**src/hw/port_objects_pkg.sv**
```systemverilog
// Constants and types of the port settings object dictionary.
// Assumes a single 50 MHz system clock; objects are reached by index and subindex.
package port_objects_pkg;

   localparam int NUM_PORTS = 4;
   localparam int PD_BYTES = 32;
   localparam int PD_BITS = PD_BYTES * 8;

   // Object indices and subindices.
   localparam logic [15:0] IDX_RESTORE = 16'h1011;
   localparam logic [7:0] SUB_RESTORE_COUNT = 8'h00;
   localparam logic [7:0] SUB_RESTORE_TRIGGER = 8'h01;
   localparam logic [7:0] RESTORE_COUNT_VAL = 8'h01;
   localparam logic [31:0] RESTORE_SIGNATURE = 32'h6461_6F6C;

   localparam logic [7:0] IDX_SET_HI = 8'h80;
   localparam logic [3:0] IDX_SET_LO = 4'h0;
   localparam logic [7:0] SUB_MAX = 8'h00;
   localparam logic [7:0] SUB_DEVICE_ID = 8'h04;
   localparam logic [7:0] SUB_VENDOR_ID = 8'h05;
   localparam logic [7:0] SUB_REVISION = 8'h20;
   localparam logic [7:0] SUB_FEATURES = 8'h21;
   localparam logic [7:0] SUB_MIN_CYCLE = 8'h22;
   localparam logic [7:0] MAX_SUBINDEX_VAL = 8'h28;

   localparam logic [7:0] IDX_MAP_HI = 8'h60;
   localparam logic [3:0] MAP_PORT_MAX = 4'h3;

   // Reset values of the per-port settings.
   localparam logic [31:0] DEVICE_ID_RST = 32'h0000_0000;
   localparam logic [31:0] VENDOR_ID_RST = 32'h0000_0000;
   localparam logic [7:0] REVISION_RST = 8'h00;
   localparam logic [7:0] FEATURES_RST = 8'h00;
   localparam logic [7:0] MIN_CYCLE_RST = 8'h00;

   // Field positions.
   localparam int REV_MINOR_LSB = 0;
   localparam int REV_MAJOR_LSB = 4;
   localparam int FEAT_ISDU_BIT = 0;
   localparam int FEAT_FRAME_TYPE_ONE_FLAG_BIT = 1;
   localparam int FEAT_PHY_VARIANT_ONE_FLAG_BIT = 7;
   localparam int MCT_BASE_LSB = 6;
   localparam int MCT_MULT_LSB = 0;

   // Minimum cycle time decode in units of 0.1 ms.
   localparam logic [12:0] MCT_OFS_B0 = 13'd0;
   localparam logic [12:0] MCT_OFS_B1 = 13'd64;
   localparam logic [12:0] MCT_OFS_B2 = 13'd320;
   localparam logic [12:0] MCT_OFS_B3 = 13'd1344;
   localparam int MCT_SHIFT_B0 = 0;
   localparam int MCT_SHIFT_B1 = 2;
   localparam int MCT_SHIFT_B2 = 4;
   localparam int MCT_SHIFT_B3 = 6;

   // Data types of a mapping entry.
   typedef enum logic [3:0] {
      DT_BIT = 4'h0,
      DT_U32 = 4'h1,
      DT_S32 = 4'h2,
      DT_U16 = 4'h3,
      DT_S16 = 4'h4
   } data_type_t;

   // Default mapping: unsigned 16-bit from byte 0 of the first port.
   localparam logic [1:0] MAP_PORT_RST = 2'd0;
   localparam data_type_t MAP_TYPE_RST = DT_U16;
   localparam logic [7:0] MAP_OFFSET_RST = 8'h00;

   typedef enum logic [1:0] {
      RSP_OK = 2'b00,
      RSP_NO_OBJECT = 2'b01,
      RSP_READ_ONLY = 2'b11,
      RSP_BAD_VALUE = 2'b10
   } rsp_code_t;

endpackage

```
**src/hw/cycle_time_decode.sv**
```systemverilog
// Converts a minimum cycle time byte into a time in units of 0.1 ms.
// Purely combinational; the caller registers the result.
`timescale 1ns/10ps
module cycle_time_decode
(
   input wire logic [7:0] code,
   output logic [12:0] tenths_ms
);
   import port_objects_pkg::*;

   logic [1:0] base;
   logic [12:0] mult;

   always_comb
   begin
      base = code[MCT_BASE_LSB +: 2];
      mult = {7'h00, code[MCT_MULT_LSB +: 6]};
      unique case (base)
         2'b00: tenths_ms = MCT_OFS_B0 + (mult << MCT_SHIFT_B0);
         2'b01: tenths_ms = MCT_OFS_B1 + (mult << MCT_SHIFT_B1);
         2'b10: tenths_ms = MCT_OFS_B2 + (mult << MCT_SHIFT_B2);
         2'b11: tenths_ms = MCT_OFS_B3 + (mult << MCT_SHIFT_B3);
      endcase
   end
endmodule // cycle_time_decode

```
**src/hw/io_port_settings_object_map.sv**
```systemverilog
// Object dictionary of a four-port sensor-link master: settings, restore and safety mapping.
// Assumes a mailbox agent issuing one-cycle object requests and link ports supplying process data.
// Responses are one-cycle pulses; settings hold until rewritten, restored or reset.
`timescale 1ns/10ps
module io_port_settings_object_map
(
   input wire logic clk_sys,
   input wire logic nrst,
   input wire logic obj_req,
   input wire logic obj_write,
   input wire logic [15:0] obj_index,
   input wire logic [7:0] obj_subindex,
   input wire logic [31:0] obj_wdata,
   output logic obj_ack,
   output logic [1:0] obj_status,
   output logic [31:0] obj_rdata,
   input wire logic [port_objects_pkg::NUM_PORTS-1:0][port_objects_pkg::PD_BITS-1:0] port_pd_in,
   input wire logic [port_objects_pkg::NUM_PORTS-1:0][31:0] link_device_id,
   input wire logic [port_objects_pkg::NUM_PORTS-1:0][31:0] link_maker_code,
   output logic [31:0] safety_image,
   output logic [3:0] safety_image_type,
   output logic [port_objects_pkg::NUM_PORTS-1:0] device_id_match,
   output logic [port_objects_pkg::NUM_PORTS-1:0] maker_code_match,
   output logic [port_objects_pkg::NUM_PORTS-1:0][3:0] revision_minor,
   output logic [port_objects_pkg::NUM_PORTS-1:0][3:0] revision_major,
   output logic [port_objects_pkg::NUM_PORTS-1:0] isdu_support_flag,
   output logic [port_objects_pkg::NUM_PORTS-1:0] frame_type_one_flag,
   output logic [port_objects_pkg::NUM_PORTS-1:0] phy_variant_one_flag,
   output logic [port_objects_pkg::NUM_PORTS-1:0][12:0] min_cycle_tenths_ms
);
   import port_objects_pkg::*;

   typedef struct packed {
      logic [NUM_PORTS-1:0][31:0] exp_device_id;
      logic [NUM_PORTS-1:0][31:0] exp_maker_code;
      logic [NUM_PORTS-1:0][7:0] revision;
      logic [NUM_PORTS-1:0][7:0] features;
      logic [NUM_PORTS-1:0][7:0] min_cycle;
      logic [1:0] map_port;
      data_type_t map_type;
      logic [7:0] map_offset;
      logic ack;
      rsp_code_t status;
      logic [31:0] rdata;
      logic [31:0] image;
      logic [NUM_PORTS-1:0] dev_match;
      logic [NUM_PORTS-1:0] maker_match;
      logic [NUM_PORTS-1:0][12:0] mct;
   } state_t;

   state_t s_q;
   state_t s_d;
   logic [NUM_PORTS-1:0][12:0] mct_decoded;

   // Number of bytes a data type occupies.
   function automatic logic [7:0] type_bytes(input data_type_t t);
      unique case (t)
         DT_BIT: type_bytes = 8'd1;
         DT_U32, DT_S32: type_bytes = 8'd4;
         DT_U16, DT_S16: type_bytes = 8'd2;
         default: type_bytes = 8'd0;
      endcase
   endfunction

   // Checks a mapping request for a legal port, type and offset.
   function automatic logic map_legal(input logic [3:0] port, input logic [3:0] dtype, input logic [7:0] sub);
      logic [8:0] last;
      last = {1'b0, sub} - 9'd1 + {1'b0, type_bytes(data_type_t'(dtype))};
      map_legal = (port <= MAP_PORT_MAX) && (dtype <= 4'(DT_S16)) && (sub != 8'h00)
         && (last <= 9'(PD_BYTES));
   endfunction

   // Extracts and extends the mapped value from a port's process data.
   function automatic logic [31:0] extract(input logic [PD_BITS-1:0] pd, input data_type_t t, input logic [7:0] ofs);
      logic [PD_BITS-1:0] sh;
      logic [31:0] raw;
      sh = pd >> ({3'b000, ofs} << 3);
      raw = sh[31:0];
      unique case (t)
         DT_BIT: extract = {31'h0, raw[0]};
         DT_U32, DT_S32: extract = raw;
         DT_U16: extract = {16'h0000, raw[15:0]};
         DT_S16: extract = {{16{raw[15]}}, raw[15:0]};
         default: extract = 32'h0000_0000;
      endcase
   endfunction

   // Widens a byte object to the width of the read data.
   function automatic logic [31:0] byte_word(input logic [7:0] v);
      byte_word = {24'h00_0000, v};
   endfunction

   // Recognises the index of one of the port settings groups.
   function automatic logic settings_index(input logic [15:0] idx);
      settings_index = (idx[15:8] == IDX_SET_HI) && (idx[7:6] == 2'b00) && (idx[3:0] == IDX_SET_LO);
   endfunction

   // Recognises the index of a safety mapping entry.
   function automatic logic map_index(input logic [15:0] idx);
      map_index = (idx[15:8] == IDX_MAP_HI);
   endfunction

   // An expected identifier of zero switches its check off.
   function automatic logic id_matches(input logic [31:0] expected, input logic [31:0] reported);
      id_matches = (expected == 32'h0000_0000) || (expected == reported);
   endfunction

   // Returns the state with every backed-up setting at its factory value.
   function automatic state_t restore_settings(input state_t s);
      state_t r;
      r = s;
      for (int p = 0; p < NUM_PORTS; p++)
      begin
         r.exp_device_id[p] = DEVICE_ID_RST;
         r.exp_maker_code[p] = VENDOR_ID_RST;
         r.revision[p] = REVISION_RST;
         r.features[p] = FEATURES_RST;
         r.min_cycle[p] = MIN_CYCLE_RST;
      end
      restore_settings = r;
   endfunction

   genvar g;
   generate
      for (g = 0; g < NUM_PORTS; g++)
      begin : g_mct
         cycle_time_decode u_dec
         (
            .code(s_q.min_cycle[g]),
            .tenths_ms(mct_decoded[g])
         );
      end
   endgenerate

   always_comb
   begin
      logic [1:0] ch;
      logic set_hit;
      s_d = s_q;
      ch = obj_index[5:4];
      set_hit = settings_index(obj_index);
      s_d.ack = 1'b0;
      s_d.status = RSP_OK;
      s_d.rdata = 32'h0000_0000;

      if (obj_req)
      begin
         s_d.ack = 1'b1;
         if (obj_index == IDX_RESTORE)
         begin
            if (obj_subindex == SUB_RESTORE_COUNT)
            begin
               if (obj_write)
                  s_d.status = RSP_READ_ONLY;
               else
                  s_d.rdata = byte_word(RESTORE_COUNT_VAL);
            end
            else if (obj_subindex == SUB_RESTORE_TRIGGER)
            begin
               if (obj_write && (obj_wdata == RESTORE_SIGNATURE))
                  s_d = restore_settings(s_d);
            end
            else
               s_d.status = RSP_NO_OBJECT;
         end
         else if (set_hit)
         begin
            unique case (obj_subindex)
               SUB_MAX:
               begin
                  if (obj_write)
                     s_d.status = RSP_READ_ONLY;
                  else
                     s_d.rdata = byte_word(MAX_SUBINDEX_VAL);
               end
               SUB_DEVICE_ID:
               begin
                  if (obj_write)
                     s_d.exp_device_id[ch] = obj_wdata;
                  s_d.rdata = s_q.exp_device_id[ch];
               end
               SUB_VENDOR_ID:
               begin
                  if (obj_write)
                     s_d.exp_maker_code[ch] = obj_wdata;
                  s_d.rdata = s_q.exp_maker_code[ch];
               end
               SUB_REVISION:
               begin
                  if (obj_write)
                     s_d.revision[ch] = obj_wdata[7:0];
                  s_d.rdata = byte_word(s_q.revision[ch]);
               end
               SUB_FEATURES:
               begin
                  if (obj_write)
                     s_d.features[ch] = obj_wdata[7:0];
                  s_d.rdata = byte_word(s_q.features[ch]);
               end
               SUB_MIN_CYCLE:
               begin
                  if (obj_write)
                     s_d.min_cycle[ch] = obj_wdata[7:0];
                  s_d.rdata = byte_word(s_q.min_cycle[ch]);
               end
               default:
                  s_d.status = RSP_NO_OBJECT;
            endcase
         end
         else if (map_index(obj_index))
         begin
            if (obj_write)
            begin
               if (map_legal(obj_index[7:4], obj_index[3:0], obj_subindex))
               begin
                  s_d.map_port = obj_index[5:4];
                  s_d.map_type = data_type_t'(obj_index[3:0]);
                  s_d.map_offset = obj_subindex - 8'h01;
               end
               else
                  s_d.status = RSP_BAD_VALUE;
            end
            else
               s_d.rdata = s_q.image;
         end
         else
            s_d.status = RSP_NO_OBJECT;
      end

      s_d.image = extract(port_pd_in[s_q.map_port], s_q.map_type, s_q.map_offset);
      for (int p = 0; p < NUM_PORTS; p++)
      begin
         s_d.dev_match[p] = id_matches(s_q.exp_device_id[p], link_device_id[p]);
         s_d.maker_match[p] = id_matches(s_q.exp_maker_code[p], link_maker_code[p]);
         s_d.mct[p] = mct_decoded[p];
      end
   end

   always_ff @(posedge clk_sys or negedge nrst)
   begin
      if (!nrst)
      begin
         for (int p = 0; p < NUM_PORTS; p++)
         begin
            s_q.exp_device_id[p] <= DEVICE_ID_RST;
            s_q.exp_maker_code[p] <= VENDOR_ID_RST;
            s_q.revision[p] <= REVISION_RST;
            s_q.features[p] <= FEATURES_RST;
            s_q.min_cycle[p] <= MIN_CYCLE_RST;
            s_q.mct[p] <= 13'h0000;
         end
         s_q.map_port <= MAP_PORT_RST;
         s_q.map_type <= MAP_TYPE_RST;
         s_q.map_offset <= MAP_OFFSET_RST;
         s_q.ack <= 1'b0;
         s_q.status <= RSP_OK;
         s_q.rdata <= 32'h0000_0000;
         s_q.image <= 32'h0000_0000;
         s_q.dev_match <= '0;
         s_q.maker_match <= '0;
      end
      else
         s_q <= s_d;
   end

   assign obj_ack = s_q.ack;
   assign obj_status = s_q.status;
   assign obj_rdata = s_q.rdata;
   assign safety_image = s_q.image;
   assign safety_image_type = 4'(s_q.map_type);
   assign device_id_match = s_q.dev_match;
   assign maker_code_match = s_q.maker_match;
   assign min_cycle_tenths_ms = s_q.mct;

   generate
      for (g = 0; g < NUM_PORTS; g++)
      begin : g_fields
         assign revision_minor[g] = s_q.revision[g][REV_MINOR_LSB +: 4];
         assign revision_major[g] = s_q.revision[g][REV_MAJOR_LSB +: 4];
         assign isdu_support_flag[g] = s_q.features[g][FEAT_ISDU_BIT];
         assign frame_type_one_flag[g] = s_q.features[g][FEAT_FRAME_TYPE_ONE_FLAG_BIT];
         assign phy_variant_one_flag[g] = s_q.features[g][FEAT_PHY_VARIANT_ONE_FLAG_BIT];
      end
   endgenerate
endmodule // io_port_settings_object_map

```
**config.mk**
```make
export PLATFORM = sky130hd
export DESIGN_NAME = io_port_settings_object_map
export DESIGN_NICKNAME = d
export VERILOG_FILES = /design/src/hw/port_objects_pkg.sv /design/src/hw/cycle_time_decode.sv /design/src/hw/io_port_settings_object_map.sv
export SDC_FILE = /design/constraint.sdc
export NUM_CORES = 2
export LEC_CHECK = 0
export BUFFER_PORTS_ARGS = -buffer_cell sky130_fd_sc_hd__buf_2
export CAP_MARGIN = 40
export CELL_PAD_IN_SITES_DETAIL_PLACEMENT = 1
export CELL_PAD_IN_SITES_GLOBAL_PLACEMENT = 2
export CORE_AREA = 2 2 590 592
export DETAILED_ROUTE_END_ITERATION = 16
export DIE_AREA = 0 0 592 594
export PLACE_DENSITY_LB_ADDON = 0.1
export SYNTH_ARGS = -nofsm -noshare
export SYNTH_HDL_FRONTEND = slang
export SYNTH_HIERARCHICAL = 1
export SYNTH_SLANG_ARGS = --single-unit
```
**constraint.sdc**
```tcl
create_clock -name clk_sys -period 4.8 [get_ports clk_sys]
set_input_delay 0.48 -clock clk_sys [delete_from_list [all_inputs] [get_ports clk_sys]]
set_output_delay 0.48 -clock clk_sys [all_outputs]
set_load 0.05 [all_outputs]
```
==> metrics.txt <==
post-route setup slack 0.9629 ns; worst hold path type primary input to flip-flop; Cell Chain, Critical Path buf_12 > buf_4 > mux4_2 > mux2_2 > a22oi_1 > o22ai_1 > nor3_1 > o41ai_1; Worst EP required 5.28 ns; Final Power 12.20 mW; post-layout util 16.85%; Inserted Clock Buffers 71; Leak Pwr 25.12 nW; fin crit share 79.94%; Max IR drop VDD 206.4 uV; Slew Limit Fails 0; Slowest Stage Delay on Critical Path 0.76 ns; worst skew pair latency 0.67 ns; EDFF count, synth 0; Post-synth top flop dfrtp_1; H-tree depth 3; share of flip-flops with an asynchronous set or reset 100.0%; largest net degree at the start of global routing 90; global-route wire length before repair 522,400 um; Syn Inst Count 3,997; Yosys warning count 6; Starting DRT DRC Count 2,764; worst-path fanout max 40; Layout area overhead 35.61%; crit path DAT 4.31 ns; DRC 0; Port Buf Inserts 1,514; drt pass-1 iters 5; CTS Sinks 493; Place WS 0.5141 ns; Die Wd 592 um; final instance area 58,140 sq um; unrepaired setup endpoints after global routing no; Max clock buf depth 3; final setup fails 0; clock slew at reported path FFs 0.06 ns; number of library cell types mapped by synthesis 78; CP max-delay cell nor3_1; Routed WL per cell 40.96 um; synthesized flop and latch total 493; Netlist Area Pre-Place 42,870 sq um; postcts setup bufs 0; Pwr Density 209.9 nW/um^2; Syn Nets 5,377; Die H 594 um; # IOs 1,515; via count 43,450; Final min period 3.837 ns; critical path type flip-flop to flip-flop; NumNets Final 6,678; Syn Area/Cell 10.73 sq um; HPWL after DPL 355,800 um; total grt overflow 0; setup TNS 0 ns; DP Area 55,350 sq um; vias in the first global route 46,450; CP Buf/Inv Count 2; root buffer cell clkbuf_16; initial cell density of the core 12.42%; Die Area 351,600 sq um; delay-heaviest family, CP multiplexers; status completed; CORE AREA 345,100 sq um; max_cap viols 0; gpl congestion 0.8875; # rows 216; initial antenna violation count 314; Routed Antenna Nets 0; GR Util All Layers 22.69%; Seq/Total Area, Yosys 28.78%; vias per cell 4.319; Worst Max-Slew Pin Slew 0.9853 ns; Final Hold Fails 0; f_max 260.6 MHz; CP Launch Type flip-flop; skew final 0.02895 ns; critical path capture point type flip-flop; Slew HR 33.71%; Routed Wire Length 412,100 um; share of cells above drive strength 1 45.94%; CTS tree done
==> per-layer routing <==
layer | GRT usage, % | wire length [um] | up-vias
met1 | 24.71 | 153300 | 22850
met4 | 7.361 | 14890 | 174
met2 | 43.39 | 222300 | 1628
li1 | - | - | 18160
met3 | 4.301 | 20480 | 644
met5 | 0 | 1100 | -
==> cells in the mapped netlist, drive strengths merged (28+ instances only) <==
library cell | instances | area, sq um
nand4 | 42 | 262.8
a22oi | 71 | 533.0
nand3 | 45 | 225.2
nand2 | 356 | 1336
mux2i | 297 | 2973
o22ai | 66 | 412.9
buf | 355 | 2370
nor2 | 158 | 595.6
a22o | 28 | 245.2
o21ai | 190 | 950.9
clkbuf | 137 | 514.2
dfrtp | 491 | 12290
a21oi | 94 | 470.5
o2bb2ai | 180 | 1577
inv | 43 | 161.4
nor4 | 142 | 888.4
mux2 | 170 | 1914
and2 | 60 | 375.4
a211oi | 46 | 345.3
mux4 | 404 | 9099
xor2 | 261 | 2286
ha | 39 | 488.0
nor3 | 32 | 160.2
==> cells in the final DEF (no fill, tap or decap), drive strengths merged, types with 10 or more instances in the layout <==
cell / count
buf: 1717
dfrtp: 491
mux4: 404
nand2: 356
mux2i: 297
xor2: 261
o21ai: 190
o2bb2ai: 180
mux2: 170
nor2: 158
nor4: 142
diode: 132
clkbuf: 100
a21oi: 94
a22oi: 71
o22ai: 66
and2: 60
inv: 50
a211oi: 46
nand3: 45
nand4: 42
ha: 39
nor3: 32
a22o: 28
o211ai: 26
xnor2: 19
o221ai: 19
a31oi: 16
a221oi: 16
nor3b: 16
nor2b: 15
nand2b: 14
or2: 11
clkinv: 10
==> what timing repair did <==
action                                 CTS  global route
hold buffers                             1             0
endpoints found under the hold margin   59             0
resized for setup                        0             0
==> sequential cells by signal, summed over array words and instances (netlist names) <==
register and flops:
s_q 318, min_cycle_tenths_ms 52, obj_rdata 32, safety_image 32
revision_major 16, revision_minor 16, device_id_match 4, frame_type_one_flag 4
isdu_support_flag 4, maker_code_match 4, phy_variant_one_flag 4, safety_image_type 4
obj_status 2, obj_ack 1
==> worst paths after layout <==
kind | slack (ns) | cells after the start | start | endpoint
worst min-delay path | 0.11 | 2 | obj_index[2] | safety_image_type[2]$_DFFE_PN0P_
worst max-delay path | 0.96 | 8 | s_q[140]$_DFFE_PN0P_ | safety_image[28]$_DFF_PN0_
min in group asynchronous | 0.40 | 2 | nrst | min_cycle_tenths_ms[15]$_DFF_PN0_
worst min register to register | 0.48 | 2 | s_q[187]$_DFFE_PN0P_ | s_q[187]$_DFFE_PN0P_
worst max register to register | 0.96 | 8 | s_q[140]$_DFFE_PN0P_ | safety_image[28]$_DFF_PN0_
max in group asynchronous | 3.18 | 3 | nrst | s_q[417]$_DFFE_PN0P_
==> power breakdown <==
| part | internal [mW] | switching, mW |
|---|---|---|
| registers | 4.17 | 0.0497 |
| clock network | 3.39 | 2.40 |
| logic | 0.863 | 1.33 |
| total | 8.42 | 3.78 |
==> metrics by stage <==
| stage | hold WS [ns] | instances |
|---|---|---|
| after floorplan | 0.1844 | 3997 |
| after global placement | 0.4606 | 9785 |
| after detailed placement | 0.4729 | 9802 |
| after CTS | 0.03033 | 9929 |
| after global routing | 0.08526 | 10010 |
| final | 0.1143 | 10060 |
==> cells by family after synthesis <==
kind of cell / Yosys count / synth area share [%]
buffers and inverters: 535 / 7.104
AO/OA/AOI/OAI: 838 / 13.74
XOR/XNOR: 280 / 5.720
flip-flops: 493 / 28.78
adder cells (fa/ha/maj): 40 / 1.185
AND/OR/NAND/NOR: 940 / 10.85
multiplexers: 871 / 32.62
==> layout make-up <==
type	instances	area (sq um)
antenna	132	330.3
clock buffer	100	2057
clock inverter	26	387.9
fill	40030	287000
inverter	43	176.4
multi-input combinational	2969	27570
sequential	493	12360
tap	4578	5728
timing repair buffer	1720	9529
Note: power is estimated with default switching activity, not from simulation.
